**config.mk**
```make
export PLATFORM = sky130hd
export DESIGN_NAME = power_sleep_reset_control
export DESIGN_NICKNAME = d
export VERILOG_FILES = /design/src/verilog/psr_pkg.sv /design/src/verilog/power_sleep_reset_control.sv
export SDC_FILE = /design/constraint.sdc
export NUM_CORES = 1
export LEC_CHECK = 0
export ABC_AREA = 1
export BUFFER_PORTS_ARGS = -buffer_cell sky130_fd_sc_hd__clkbuf_2
export CAP_MARGIN = 0
export CORE_ASPECT_RATIO = 1.1
export CORE_UTILIZATION = 37
export CTS_CLUSTER_DIAMETER = 40
export DETAILED_ROUTE_END_ITERATION = 8
export PLACE_DENSITY = 0.62
export SETUP_SLACK_MARGIN = 0.05
export SLEW_MARGIN = 20
export SYNTH_ARGS = -nofsm -noshare
export SYNTH_HDL_FRONTEND = slang
export SYNTH_SLANG_ARGS = --single-unit
```
**constraint.sdc**
```tcl
create_clock -name clk_in -period 2.5 [get_ports clk_in]
set_clock_uncertainty 0.1 [all_clocks]
set_input_delay 0.375 -clock clk_in [delete_from_list [all_inputs] [get_ports clk_in]]
set_output_delay 0.375 -clock clk_in [all_outputs]
set_load 0.01 [all_outputs]
```
**src/verilog/psr_pkg.sv**
```systemverilog
// constants and types for the power, sleep and reset controller
package psr_pkg;
  // register indices; byte address is four times the index
  localparam logic [7:0] IDX_POWER_CONTROL = 8'h87;
  localparam logic [7:0] IDX_MODULE_CLOCK_GATE = 8'hEA;
  localparam logic [7:0] IDX_WAKE_SOURCE_ENABLE = 8'hEB;
  localparam logic [7:0] IDX_PERSISTENT_SCRATCH = 8'hFE;
  localparam logic [7:0] IDX_WATCHDOG_COUNTER = 8'hFF;
  localparam logic [7:0] IDX_UNLOCK_KEY = 8'hA1;
  localparam logic [7:0] IDX_GLOBAL_CONFIG = 8'hB1;
  localparam logic [7:0] IDX_WATCHDOG_STATUS = 8'hB2;
  localparam int ADDR_W = 12;
  // reset values and the last watchdog count
  localparam logic [7:0] POWER_CONTROL_RST = 8'h10;
  localparam logic [7:0] CLOCK_GATE_RST = 8'h00;
  localparam logic [7:0] WAKE_ENABLE_RST = 8'h00;
  localparam logic [7:0] SCRATCH_RST = 8'h00;
  localparam logic [7:0] WATCHDOG_RST = 8'h00;
  localparam logic [7:0] WATCHDOG_LAST = 8'hFF;
  // power control fields
  localparam int PC_BAUD = 7;
  localparam int PC_CAUSE_HI = 5;
  localparam int PC_CAUSE_LO = 4;
  localparam int PC_GF1 = 3;
  localparam int PC_GF0 = 2;
  localparam int PC_PD = 1;
  // global config fields
  localparam int GC_BOOT = 5;
  localparam int GC_SWRST = 4;
  localparam int GC_WDOG_EN = 0;
  localparam logic [1:0] GC_FIXED = 2'h3;
  // clock gate bit that software may not change
  localparam int CG_PWM_SPI2 = 4;
  // reset cause codes
  localparam logic [1:0] CAUSE_SW = 2'h0;
  localparam logic [1:0] CAUSE_POR = 2'h1;
  localparam logic [1:0] CAUSE_WDOG = 2'h2;
  localparam logic [1:0] CAUSE_EXT = 2'h3;
  // unlock keys and window, external reset hold, watchdog divide and response codes
  localparam logic [7:0] KEY_FIRST = 8'h55;
  localparam logic [7:0] KEY_SECOND = 8'hAA;
  localparam logic [4:0] WINDOW_CYCLES = 5'h10;
  localparam logic [4:0] EXT_HOLD_CYCLES = 5'h10;
  localparam int WDOG_DIVIDE = 262144;
  localparam logic [1:0] RESP_OKAY = 2'h0;
  localparam logic [1:0] RESP_SLVERR = 2'h2;

  typedef enum logic [1:0] {
    UNLOCK_IDLE = 2'b00,
    UNLOCK_KEY1 = 2'b01,
    UNLOCK_OPEN = 2'b11
  } unlock_state_type;

  typedef struct packed {
    logic usb_event;
    logic serial2_rx_primary;
    logic serial2_rx_alternate;
    logic rs485_rx;
    logic port1_pin5;
    logic port1_pin4;
    logic port0_pin3;
    logic timer3_cap_primary;
    logic timer3_cap_alternate;
    logic port3_pin2;
    logic port3_pin3;
    logic serial1_rx_primary;
    logic serial1_rx_alternate;
  } wake_pins_type;

  typedef struct packed {
    logic serial2_pin_mode_select;
    logic rs485_mode;
    logic timer3_capture_mode;
    logic timer3_pin_select;
    logic serial1_pin_select;
  } pin_modes_type;
endpackage

```
**src/verilog/power_sleep_reset_control.sv**
```systemverilog
// power, sleep, wake-up, watchdog and reset-cause control behind an AXI4-Lite slave
//
// Local design decision: the AXI4-Lite slave port.
module power_sleep_reset_control #(
  parameter int WDOG_DIVIDE = psr_pkg::WDOG_DIVIDE
) (
  input wire logic clk_in,
  input wire logic srst_in,
  input wire logic [psr_pkg::ADDR_W-1:0] s_axi_awaddr_in,
  input wire logic s_axi_awvalid_in,
  output logic s_axi_awready_out,
  input wire logic [31:0] s_axi_wdata_in,
  input wire logic [3:0] s_axi_wstrb_in,
  input wire logic s_axi_wvalid_in,
  output logic s_axi_wready_out,
  output logic [1:0] s_axi_bresp_out,
  output logic s_axi_bvalid_out,
  input wire logic s_axi_bready_in,
  input wire logic [psr_pkg::ADDR_W-1:0] s_axi_araddr_in,
  input wire logic s_axi_arvalid_in,
  output logic s_axi_arready_out,
  output logic [31:0] s_axi_rdata_out,
  output logic [1:0] s_axi_rresp_out,
  output logic s_axi_rvalid_out,
  input wire logic s_axi_rready_in,
  input wire psr_pkg::wake_pins_type wake_pins_in,
  input wire psr_pkg::pin_modes_type pin_modes_in,
  input wire logic reset_pin_in,
  input wire logic reset_pin_function_enable_in,
  output logic [7:0] clock_gate_out,
  output logic sleep_out,
  output logic serial1_baud_double_out,
  output logic watchdog_overflow_flag_out,
  output logic hot_reset_out
);
  localparam int PRE_W = $clog2(WDOG_DIVIDE);
  localparam logic [PRE_W-1:0] PRE_LAST = PRE_W'(WDOG_DIVIDE - 1);

  function automatic logic [7:0] reg_index(input logic [psr_pkg::ADDR_W-1:0] addr);
    reg_index = addr[9:2];
  endfunction

  function automatic logic is_mapped(input logic [psr_pkg::ADDR_W-1:0] addr);
    logic [7:0] idx;
    idx = addr[9:2];
    is_mapped = (addr[psr_pkg::ADDR_W-1:10] == '0) &&
      (idx == psr_pkg::IDX_POWER_CONTROL || idx == psr_pkg::IDX_MODULE_CLOCK_GATE ||
       idx == psr_pkg::IDX_WAKE_SOURCE_ENABLE || idx == psr_pkg::IDX_PERSISTENT_SCRATCH ||
       idx == psr_pkg::IDX_WATCHDOG_COUNTER || idx == psr_pkg::IDX_UNLOCK_KEY ||
       idx == psr_pkg::IDX_GLOBAL_CONFIG || idx == psr_pkg::IDX_WATCHDOG_STATUS);
  endfunction

  ////////////////////////////////////////////////////////////////////////////
  // axi4-lite write and read channels
  logic aw_got_q;
  logic w_got_q;
  logic [psr_pkg::ADDR_W-1:0] aw_addr_q;
  logic [7:0] w_data_q;
  logic w_lane0_q;
  logic bvalid_q;
  logic [1:0] bresp_q;
  logic rvalid_q;
  logic [1:0] rresp_q;
  logic [7:0] rdata_q;

  wire wr_fire = aw_got_q && w_got_q && !bvalid_q;
  wire wr_ok = wr_fire && is_mapped(aw_addr_q) && w_lane0_q;
  wire [7:0] wr_idx = reg_index(aw_addr_q);
  wire ar_fire = s_axi_arvalid_in && !rvalid_q;
  wire [7:0] rd_idx = reg_index(s_axi_araddr_in);

  assign s_axi_awready_out = !aw_got_q;
  assign s_axi_wready_out = !w_got_q;
  assign s_axi_arready_out = !rvalid_q;
  assign s_axi_bvalid_out = bvalid_q;
  assign s_axi_bresp_out = bresp_q;
  assign s_axi_rvalid_out = rvalid_q;
  assign s_axi_rresp_out = rresp_q;
  assign s_axi_rdata_out = {24'h00_0000, rdata_q};

  always_ff @(posedge clk_in) begin
    if (srst_in) begin
      aw_got_q <= 1'b0;
      w_got_q <= 1'b0;
      aw_addr_q <= '0;
      w_data_q <= 8'h00;
      w_lane0_q <= 1'b0;
      bvalid_q <= 1'b0;
      bresp_q <= psr_pkg::RESP_OKAY;
    end else begin
      if (s_axi_awvalid_in && !aw_got_q) begin
        aw_got_q <= 1'b1;
        aw_addr_q <= s_axi_awaddr_in;
      end else if (wr_fire) begin
        aw_got_q <= 1'b0;
      end
      if (s_axi_wvalid_in && !w_got_q) begin
        w_got_q <= 1'b1;
        w_data_q <= s_axi_wdata_in[7:0];
        w_lane0_q <= s_axi_wstrb_in[0];
      end else if (wr_fire) begin
        w_got_q <= 1'b0;
      end
      if (wr_fire) begin
        bvalid_q <= 1'b1;
        bresp_q <= is_mapped(aw_addr_q) ? psr_pkg::RESP_OKAY : psr_pkg::RESP_SLVERR;
      end else if (s_axi_bready_in) begin
        bvalid_q <= 1'b0;
      end
    end
  end

  ////////////////////////////////////////////////////////////////////////////
  // unlock window
  psr_pkg::unlock_state_type unlock_q;
  logic [4:0] win_cnt_q;
  wire key_wr = wr_ok && wr_idx == psr_pkg::IDX_UNLOCK_KEY;
  wire win_open = unlock_q == psr_pkg::UNLOCK_OPEN;
  wire prot_wr = wr_ok && win_open;
  wire win_end = win_cnt_q == psr_pkg::WINDOW_CYCLES - 5'h01;
  logic hot_rst;

  always_ff @(posedge clk_in) begin
    if (srst_in || hot_rst) begin
      unlock_q <= psr_pkg::UNLOCK_IDLE;
      win_cnt_q <= 5'h00;
    end else begin
      win_cnt_q <= win_open ? win_cnt_q + 5'h01 : 5'h00;
      case (unlock_q)
        psr_pkg::UNLOCK_IDLE: begin
          if (key_wr && w_data_q == psr_pkg::KEY_FIRST) unlock_q <= psr_pkg::UNLOCK_KEY1;
        end
        psr_pkg::UNLOCK_KEY1: begin
          if (key_wr) begin
            unlock_q <= (w_data_q == psr_pkg::KEY_SECOND) ?
              psr_pkg::UNLOCK_OPEN : psr_pkg::UNLOCK_IDLE;
          end
        end
        psr_pkg::UNLOCK_OPEN: begin
          if (key_wr || win_end) unlock_q <= psr_pkg::UNLOCK_IDLE;
        end
        default: unlock_q <= psr_pkg::UNLOCK_IDLE;
      endcase
    end
  end

  ////////////////////////////////////////////////////////////////////////////
  // wake pin synchronizers and wake decode
  psr_pkg::wake_pins_type sync1_q;
  psr_pkg::wake_pins_type sync2_q;
  logic p32_prev_q;
  logic [7:0] wake_en_q;

  wire serial2_rx = pin_modes_in.rs485_mode ? sync2_q.rs485_rx :
    (pin_modes_in.serial2_pin_mode_select ? sync2_q.serial2_rx_primary :
     sync2_q.serial2_rx_alternate);
  wire timer3_cap = pin_modes_in.timer3_pin_select ? sync2_q.timer3_cap_alternate :
    sync2_q.timer3_cap_primary;
  wire serial1_rx = pin_modes_in.serial1_pin_select ? sync2_q.serial1_rx_alternate :
    sync2_q.serial1_rx_primary;
  wire [7:0] wake_cause = {
    sync2_q.usb_event,
    !serial2_rx,
    !sync2_q.port1_pin5,
    !sync2_q.port1_pin4,
    !sync2_q.port0_pin3,
    pin_modes_in.timer3_capture_mode && !timer3_cap,
    (sync2_q.port3_pin2 != p32_prev_q) || !sync2_q.port3_pin3,
    !serial1_rx
  };
  wire wake_hit = |(wake_cause & wake_en_q);

  always_ff @(posedge clk_in) begin
    sync1_q <= wake_pins_in;
    sync2_q <= sync1_q;
    p32_prev_q <= sync2_q.port3_pin2;
  end

  ////////////////////////////////////////////////////////////////////////////
  // watchdog
  logic [PRE_W-1:0] pre_cnt_q;
  logic [7:0] wdog_q;
  logic wdog_flag_q;
  wire wdog_tick = pre_cnt_q == PRE_LAST;
  wire wdog_wr = wr_ok && wr_idx == psr_pkg::IDX_WATCHDOG_COUNTER;
  wire wdog_ovf = wdog_tick && wdog_q == psr_pkg::WATCHDOG_LAST && !wdog_wr;

  always_ff @(posedge clk_in) begin
    if (srst_in || hot_rst) begin
      pre_cnt_q <= '0;
      wdog_q <= psr_pkg::WATCHDOG_RST;
      wdog_flag_q <= 1'b0;
    end else begin
      pre_cnt_q <= wdog_tick ? '0 : pre_cnt_q + PRE_W'(1);
      if (wdog_wr) wdog_q <= w_data_q;
      else if (wdog_tick) wdog_q <= wdog_q + 8'h01;
      if (wdog_ovf) wdog_flag_q <= 1'b1;
      else if (wdog_wr) wdog_flag_q <= 1'b0;
    end
  end

  ////////////////////////////////////////////////////////////////////////////
  // reset sources and cause
  logic [4:0] ext_cnt_q;
  logic wdog_en_q;
  logic boot_q;
  logic sw_req_q;
  logic [1:0] cause_q;
  logic hot_q;
  wire ext_high = reset_pin_in && reset_pin_function_enable_in;
  wire ext_rst = ext_high && ext_cnt_q == psr_pkg::EXT_HOLD_CYCLES - 5'h01;
  wire wdog_rst = wdog_ovf && wdog_en_q;
  wire sw_counts = !boot_q || wdog_en_q;
  assign hot_rst = ext_rst || wdog_rst || sw_req_q;
  wire [1:0] cause_d = ext_rst ? psr_pkg::CAUSE_EXT :
    wdog_rst ? psr_pkg::CAUSE_WDOG :
    sw_counts ? psr_pkg::CAUSE_SW : cause_q;
  wire gc_wr = prot_wr && wr_idx == psr_pkg::IDX_GLOBAL_CONFIG;

  always_ff @(posedge clk_in) begin
    if (srst_in) begin
      ext_cnt_q <= 5'h00;
      cause_q <= psr_pkg::CAUSE_POR;
      boot_q <= 1'b1;
      hot_q <= 1'b0;
    end else begin
      ext_cnt_q <= !ext_high ? 5'h00 :
        (ext_cnt_q == psr_pkg::EXT_HOLD_CYCLES ? ext_cnt_q : ext_cnt_q + 5'h01);
      if (hot_rst) cause_q <= cause_d;
      if (sw_req_q) boot_q <= 1'b0;
      hot_q <= hot_rst;
    end
  end

  always_ff @(posedge clk_in) begin
    if (srst_in || hot_rst) begin
      wdog_en_q <= 1'b0;
      sw_req_q <= 1'b0;
    end else if (gc_wr) begin
      wdog_en_q <= w_data_q[psr_pkg::GC_WDOG_EN];
      sw_req_q <= w_data_q[psr_pkg::GC_SWRST];
    end
  end

  ////////////////////////////////////////////////////////////////////////////
  // power control, clock gates, wake enables, scratch
  logic [7:0] gate_q;
  logic pd_q;
  logic baud_q;
  logic [1:0] gf_q;
  logic [7:0] scratch_q;
  wire pc_wr = wr_ok && wr_idx == psr_pkg::IDX_POWER_CONTROL;
  wire pd_wr = pc_wr && w_data_q[psr_pkg::PC_PD];

  always_ff @(posedge clk_in) begin
    if (srst_in || hot_rst) begin
      gate_q <= psr_pkg::CLOCK_GATE_RST;
      wake_en_q <= psr_pkg::WAKE_ENABLE_RST;
      pd_q <= psr_pkg::POWER_CONTROL_RST[psr_pkg::PC_PD];
      baud_q <= psr_pkg::POWER_CONTROL_RST[psr_pkg::PC_BAUD];
      gf_q <= psr_pkg::POWER_CONTROL_RST[psr_pkg::PC_GF1:psr_pkg::PC_GF0];
    end else begin
      if (prot_wr && wr_idx == psr_pkg::IDX_MODULE_CLOCK_GATE) begin
        gate_q <= w_data_q & ~(8'h01 << psr_pkg::CG_PWM_SPI2);
      end
      if (prot_wr && wr_idx == psr_pkg::IDX_WAKE_SOURCE_ENABLE) wake_en_q <= w_data_q;
      if (pc_wr) begin
        baud_q <= w_data_q[psr_pkg::PC_BAUD];
        gf_q <= w_data_q[psr_pkg::PC_GF1:psr_pkg::PC_GF0];
      end
      if (pd_wr) pd_q <= 1'b1;
      else if (pd_q && wake_hit) pd_q <= 1'b0;
    end
  end

  always_ff @(posedge clk_in) begin
    if (srst_in) scratch_q <= psr_pkg::SCRATCH_RST;
    else if (wr_ok && wr_idx == psr_pkg::IDX_PERSISTENT_SCRATCH) scratch_q <= w_data_q;
  end

  assign clock_gate_out = gate_q;
  assign sleep_out = pd_q;
  assign serial1_baud_double_out = baud_q;
  assign watchdog_overflow_flag_out = wdog_flag_q;
  assign hot_reset_out = hot_q;

  ////////////////////////////////////////////////////////////////////////////
  // read data
  wire [7:0] pc_read = {baud_q, 1'b0, cause_q, gf_q, pd_q, 1'b0};
  wire [7:0] gc_read = {psr_pkg::GC_FIXED, boot_q, sw_req_q, 3'h0, wdog_en_q};
  wire [7:0] rd_mux =
    rd_idx == psr_pkg::IDX_POWER_CONTROL ? pc_read :
    rd_idx == psr_pkg::IDX_MODULE_CLOCK_GATE ? gate_q :
    rd_idx == psr_pkg::IDX_WAKE_SOURCE_ENABLE ? wake_en_q :
    rd_idx == psr_pkg::IDX_PERSISTENT_SCRATCH ? scratch_q :
    rd_idx == psr_pkg::IDX_WATCHDOG_COUNTER ? wdog_q :
    rd_idx == psr_pkg::IDX_GLOBAL_CONFIG ? gc_read :
    rd_idx == psr_pkg::IDX_WATCHDOG_STATUS ? {7'h00, wdog_flag_q} : 8'h00;

  always_ff @(posedge clk_in) begin
    if (srst_in) begin
      rvalid_q <= 1'b0;
      rresp_q <= psr_pkg::RESP_OKAY;
      rdata_q <= 8'h00;
    end else if (ar_fire) begin
      rvalid_q <= 1'b1;
      rresp_q <= is_mapped(s_axi_araddr_in) ? psr_pkg::RESP_OKAY : psr_pkg::RESP_SLVERR;
      rdata_q <= rd_mux;
    end else if (s_axi_rready_in) begin
      rvalid_q <= 1'b0;
    end
  end
endmodule

```
==> run summary <==
The total area of sequential cells came out at 2643 sq um. The flip-flop and latch count after synthesis is approximately 130. By startpoint and endpoint, the worst setup path is classified as reg2reg. The worst flop-to-flop path endpoint is wake_en_q[6]. Port buffering added 81 buffers. The maximum clock rate is 458.3 MHz. The sequential area share after synthesis is 43.95%. The worst hold path belongs to the class in2reg.

Power comes to ~5.0 mW. In the synthesized netlist the dominant register cell turns out to be dfxtp_1. In this run the worst setup path begins at pre_cnt_q[1].

The remaining routing DRC violations came out at 0. After detailed routing, the total wire length is 13.99 mm. The clock-pin slew reported for the worst setup and hold paths after clock tree synthesis came out at 0.05 ns. The mean area per synthesized cell came out at 7.830 sq um.

STA classifies the critical path endpoint as a flip-flop. The number of enable-type register cells in the synthesized netlist came out at 0. TritonCTS built the clock tree. The remaining global-route overflow came out at 0.

For this design the ratio of total power to cell area is slightly below 700 nW/um^2. The latest clock arrival within the worst-skew pair is 0.41 ns. The routed design could run at a clock period as short as 2.182 ns.

The count of distinct cell types in the synthesized netlist is between 40 and 50. Clock tree synthesis selected as its root buffer the cell clkbuf_16. The filler cells instantiated in the layout total 1621.

The worst path uses 87.27% of the clock period. Of the post-synthesis cell area, the dominant cell type holds 43.95%. The pre-CTS setup slack is between 0.2 and 0.3 ns. The number of antenna violations at the first check in global routing is 0. The hold violation total from the final report came out at 0.

The number of buffers created by CTS came out at 17. The detail-routed via count per cell came out at around 4.7. The worst register-to-register path has a depth of 11. The flow ran to the end, and the final reports show no timing, DRC or antenna violations. The count of nets left with antenna violations once routing finished came out at 0. Of the cells placed in the final design, the portion with a size suffix greater than 1 is 19.18%.

The count of pins on the block boundary came out at 140. For the final routed database, the setup TNS stands at 0 ns. The count of vias placed by the detailed router came out at approximately 5100. The layout-stage area growth over the synthesis result came out at 21.20%. The maximum clock insertion buffer count is 2.

The final net count came out at 965. In the post-synthesis netlist, the biggest area contributors are dfxtp_1, nand2_1, inv_1. The leakage power came out at 3.039 nW. In the final layout, the multi-input gates occupy between 2000 and 3000 sq um.

The area of the die is 16770 sq um. The row count came out at between 40 and 50. The global-route total usage across every layer is 17.80%. In this run the standard cell core region covers about 16000 sq um. The critical register-to-register path startpoint is pre_cnt_q[1]. The max-cap check violation count is 0.

Setup slack closes at 0.3182 ns. Of all nets on the critical path, the largest fanout is 13. The global-route wire length before repair is 22.65 mm. The final weighted congestion of routability-driven global placement is 0.8381.

The slack of the worst reg-to-reg path came out at about 0.32 ns. The count of yosys warnings during synthesis is 0. In the synthesized netlist, the number of instances is 768. The count of inserted antenna diode cells came out at 0.

The initial standard-cell utilization of the core is 38.07%. The fraction of synthesis flops using an asynchronous set or reset pin is 0%. Setup repair after global routing left no endpoint under its margin.

IR analysis of the VDD net gives a maximum drop of about 0.48 mV. The largest total area in the synthesized netlist belongs to dfxtp_1. Following the worst setup path forward leads to its endpoint at wake_en_q[6].

The overall die height came out at 135.7 um. Once layout is complete, the utilization of the core stands at between 40% and 50%. The width of the chip came out at 123.6 um.

The worst setup path is launched from a flip-flop. The post-detailed-placement half-perimeter wirelength came out at 10.54 mm. The count of pins over their slew limit came out at 0. For the pin with the worst max-slew slack, the measured transition is 0.5925 ns. The number of iterations in the first detailed-routing pass came out at 4. The detailed router's first-iteration violation count is ~230. Setup violations remaining at the end of the flow were counted as 0. The maximum number of pins on one net before global-route repair is 30.

The H-tree depth is 4. The CTS sink count came out at approximately 130. The via count of the first global-routing pass came to 4721. The headroom to the max-slew limit came out at around 60%. The synthesized area came out at 6013 sq um. At the worst endpoint, the arrival time is 2.38 ns. The detailed-route wire length per cell is 12.94 um. Data on the critical path is required at its endpoint by 2.70 ns.
==> metal layers <==
| layer | GRT usage [%] | wire (um) | up-vias | part of all wire [%] |
|---|---|---|---|---|
| met5 | 0 | 0 | - | 0 |
| met4 | 7.363 | 269 | 0 | 1.9 |
| met3 | 4.503 | 482 | 15 | 3.4 |
| met2 | 28.34 | 6714 | 109 | 48 |
| met1 | 22.72 | 6522 | 2288 | 47 |
| li1 | - | - | 2672 | - |
==> repair_timing <==
action,CTS,global route
setup buffers,0,1
setup endpoints to repair,0,44
resized for setup,0,1
hold endpoints to repair,13,0
hold buffers,13,0
==> synth_stat cells (4+ instances only) <==
master       n
a21oi_1     62
a21oi_2      6
buf_4       29
buf_6        5
clkbuf_1     8
dfxtp_1    132
ha_1         7
inv_1       89
nand2_1    127
nand2_2      4
nand3_1     39
nand4_1     13
nor2_1      86
nor2_2       4
nor2_4       5
nor3_1      17
nor3_2      18
nor4_1       6
o2111ai_1    4
o21ai_0     49
xnor2_1      7
xor2_1      17
==> state kept, by name, summed over array words and instances (netlist names), 2 cells and up <==
register and flops:
sync2_q 13, ext_cnt_q 5, wdog_q 8, cause_q 2, pre_cnt_q 18, gf_q 2
sync1_q 13, unlock_q 2, w_data_q 8, clock_gate_out 7, wake_en_q 8, rdata_q 8
scratch_q 8, aw_addr_q 10, win_cnt_q 5
==> power by group <==
group / internal [mW] / total [mW] / switching [mW]
clock: 1.62 / 2.49 / 0.869
combinational: 0.112 / 0.295 / 0.183
sequential: 2.17 / 2.21 / 0.0429
==> how the worst min path moves through the flow <==
stage	from	endpoint	slack [ns]	cells past startpoint
2_1_floorplan	sync1_q[0]	sync2_q[0]	0.21	0
3_3_place_gp	sync1_q[7]	sync2_q[7]	0.21	0
3_5_place_dp	sync1_q[1]	sync2_q[1]	0.21	0
4_1_cts	s_axi_awaddr_in[10]	aw_addr_q[10]	0.07	3
5_1_grt	s_axi_awaddr_in[9]	aw_addr_q[9]	0.10	3
6_report	s_axi_awaddr_in[10]	aw_addr_q[10]	0.09	3
==> per-stage QoR <==
step	hold WS (ns)	area, sq um	instances
after floorplan	0.2096	6111	794
after global placement	0.2107	6526	1037
after detailed placement	0.2121	6526	1037
after CTS	0.07345	7253	1079
after global routing	0.1025	7288	1081
final	0.09341	7288	1081
==> critical path: stages (launching register included) <==
cell and delay (ns):
dfxtp_1 0.35, ha_1 0.20, nand3_1 0.16, nor2_4 0.19, nand4_4 0.14, nor2_4 0.15, nand3_2 0.12, nor2_1 0.13
nand2_2 0.11, nand4_4 0.16, clkbuf_16 0.21, a21oi_1 0.05
==> area by class of cell <==
cell class / count / area share, %
clock buffer: 20 / 6.403
clock inverter: 9 / 1.785
inverter: 92 / 4.738
multi-input combinational: 525 / 38.52
sequential: 132 / 36.26
tap: 200 / 3.433
timing repair buffer: 103 / 8.858
==> kinds of logic after synthesis <==
| group | share of synthesized area, % |
|---|---|
| buffers and inverters | 11.03 |
| xor gates and xnor gates | 3.496 |
| adders and majority gates | 1.456 |
| DFF | 43.94 |
| other | 0.06236 |
| and+or+nand+nor | 27.28 |
| AOI/OAI and AO/OA | 12.73 |
==> layout by cell type, fill, tap and decap left out, types with 4 or more instances in the layout <==
cell type	netlist	final
clkbuf_2	0	81
nor3_1	17	17
nor3_2	18	18
inv_1	89	89
conb_1	1	27
nor2_1	86	85
nor2_2	4	5
xor2_1	17	17
ha_1	7	7
o2111ai_1	4	4
nand2_1	127	127
xnor2_1	7	7
nand2_2	4	4
clkinvlp_4	0	4
a21oi_1	62	62
clkbuf_16	0	18
dfxtp_1	132	132
o21ai_0	49	49
nor4_1	6	6
buf_4	29	6
nand3_1	39	39
nand4_1	13	13
nor2_4	5	5
a21oi_2	6	6
dlygate4sd3_1	0	13
(Power assumes the default switching activity.)
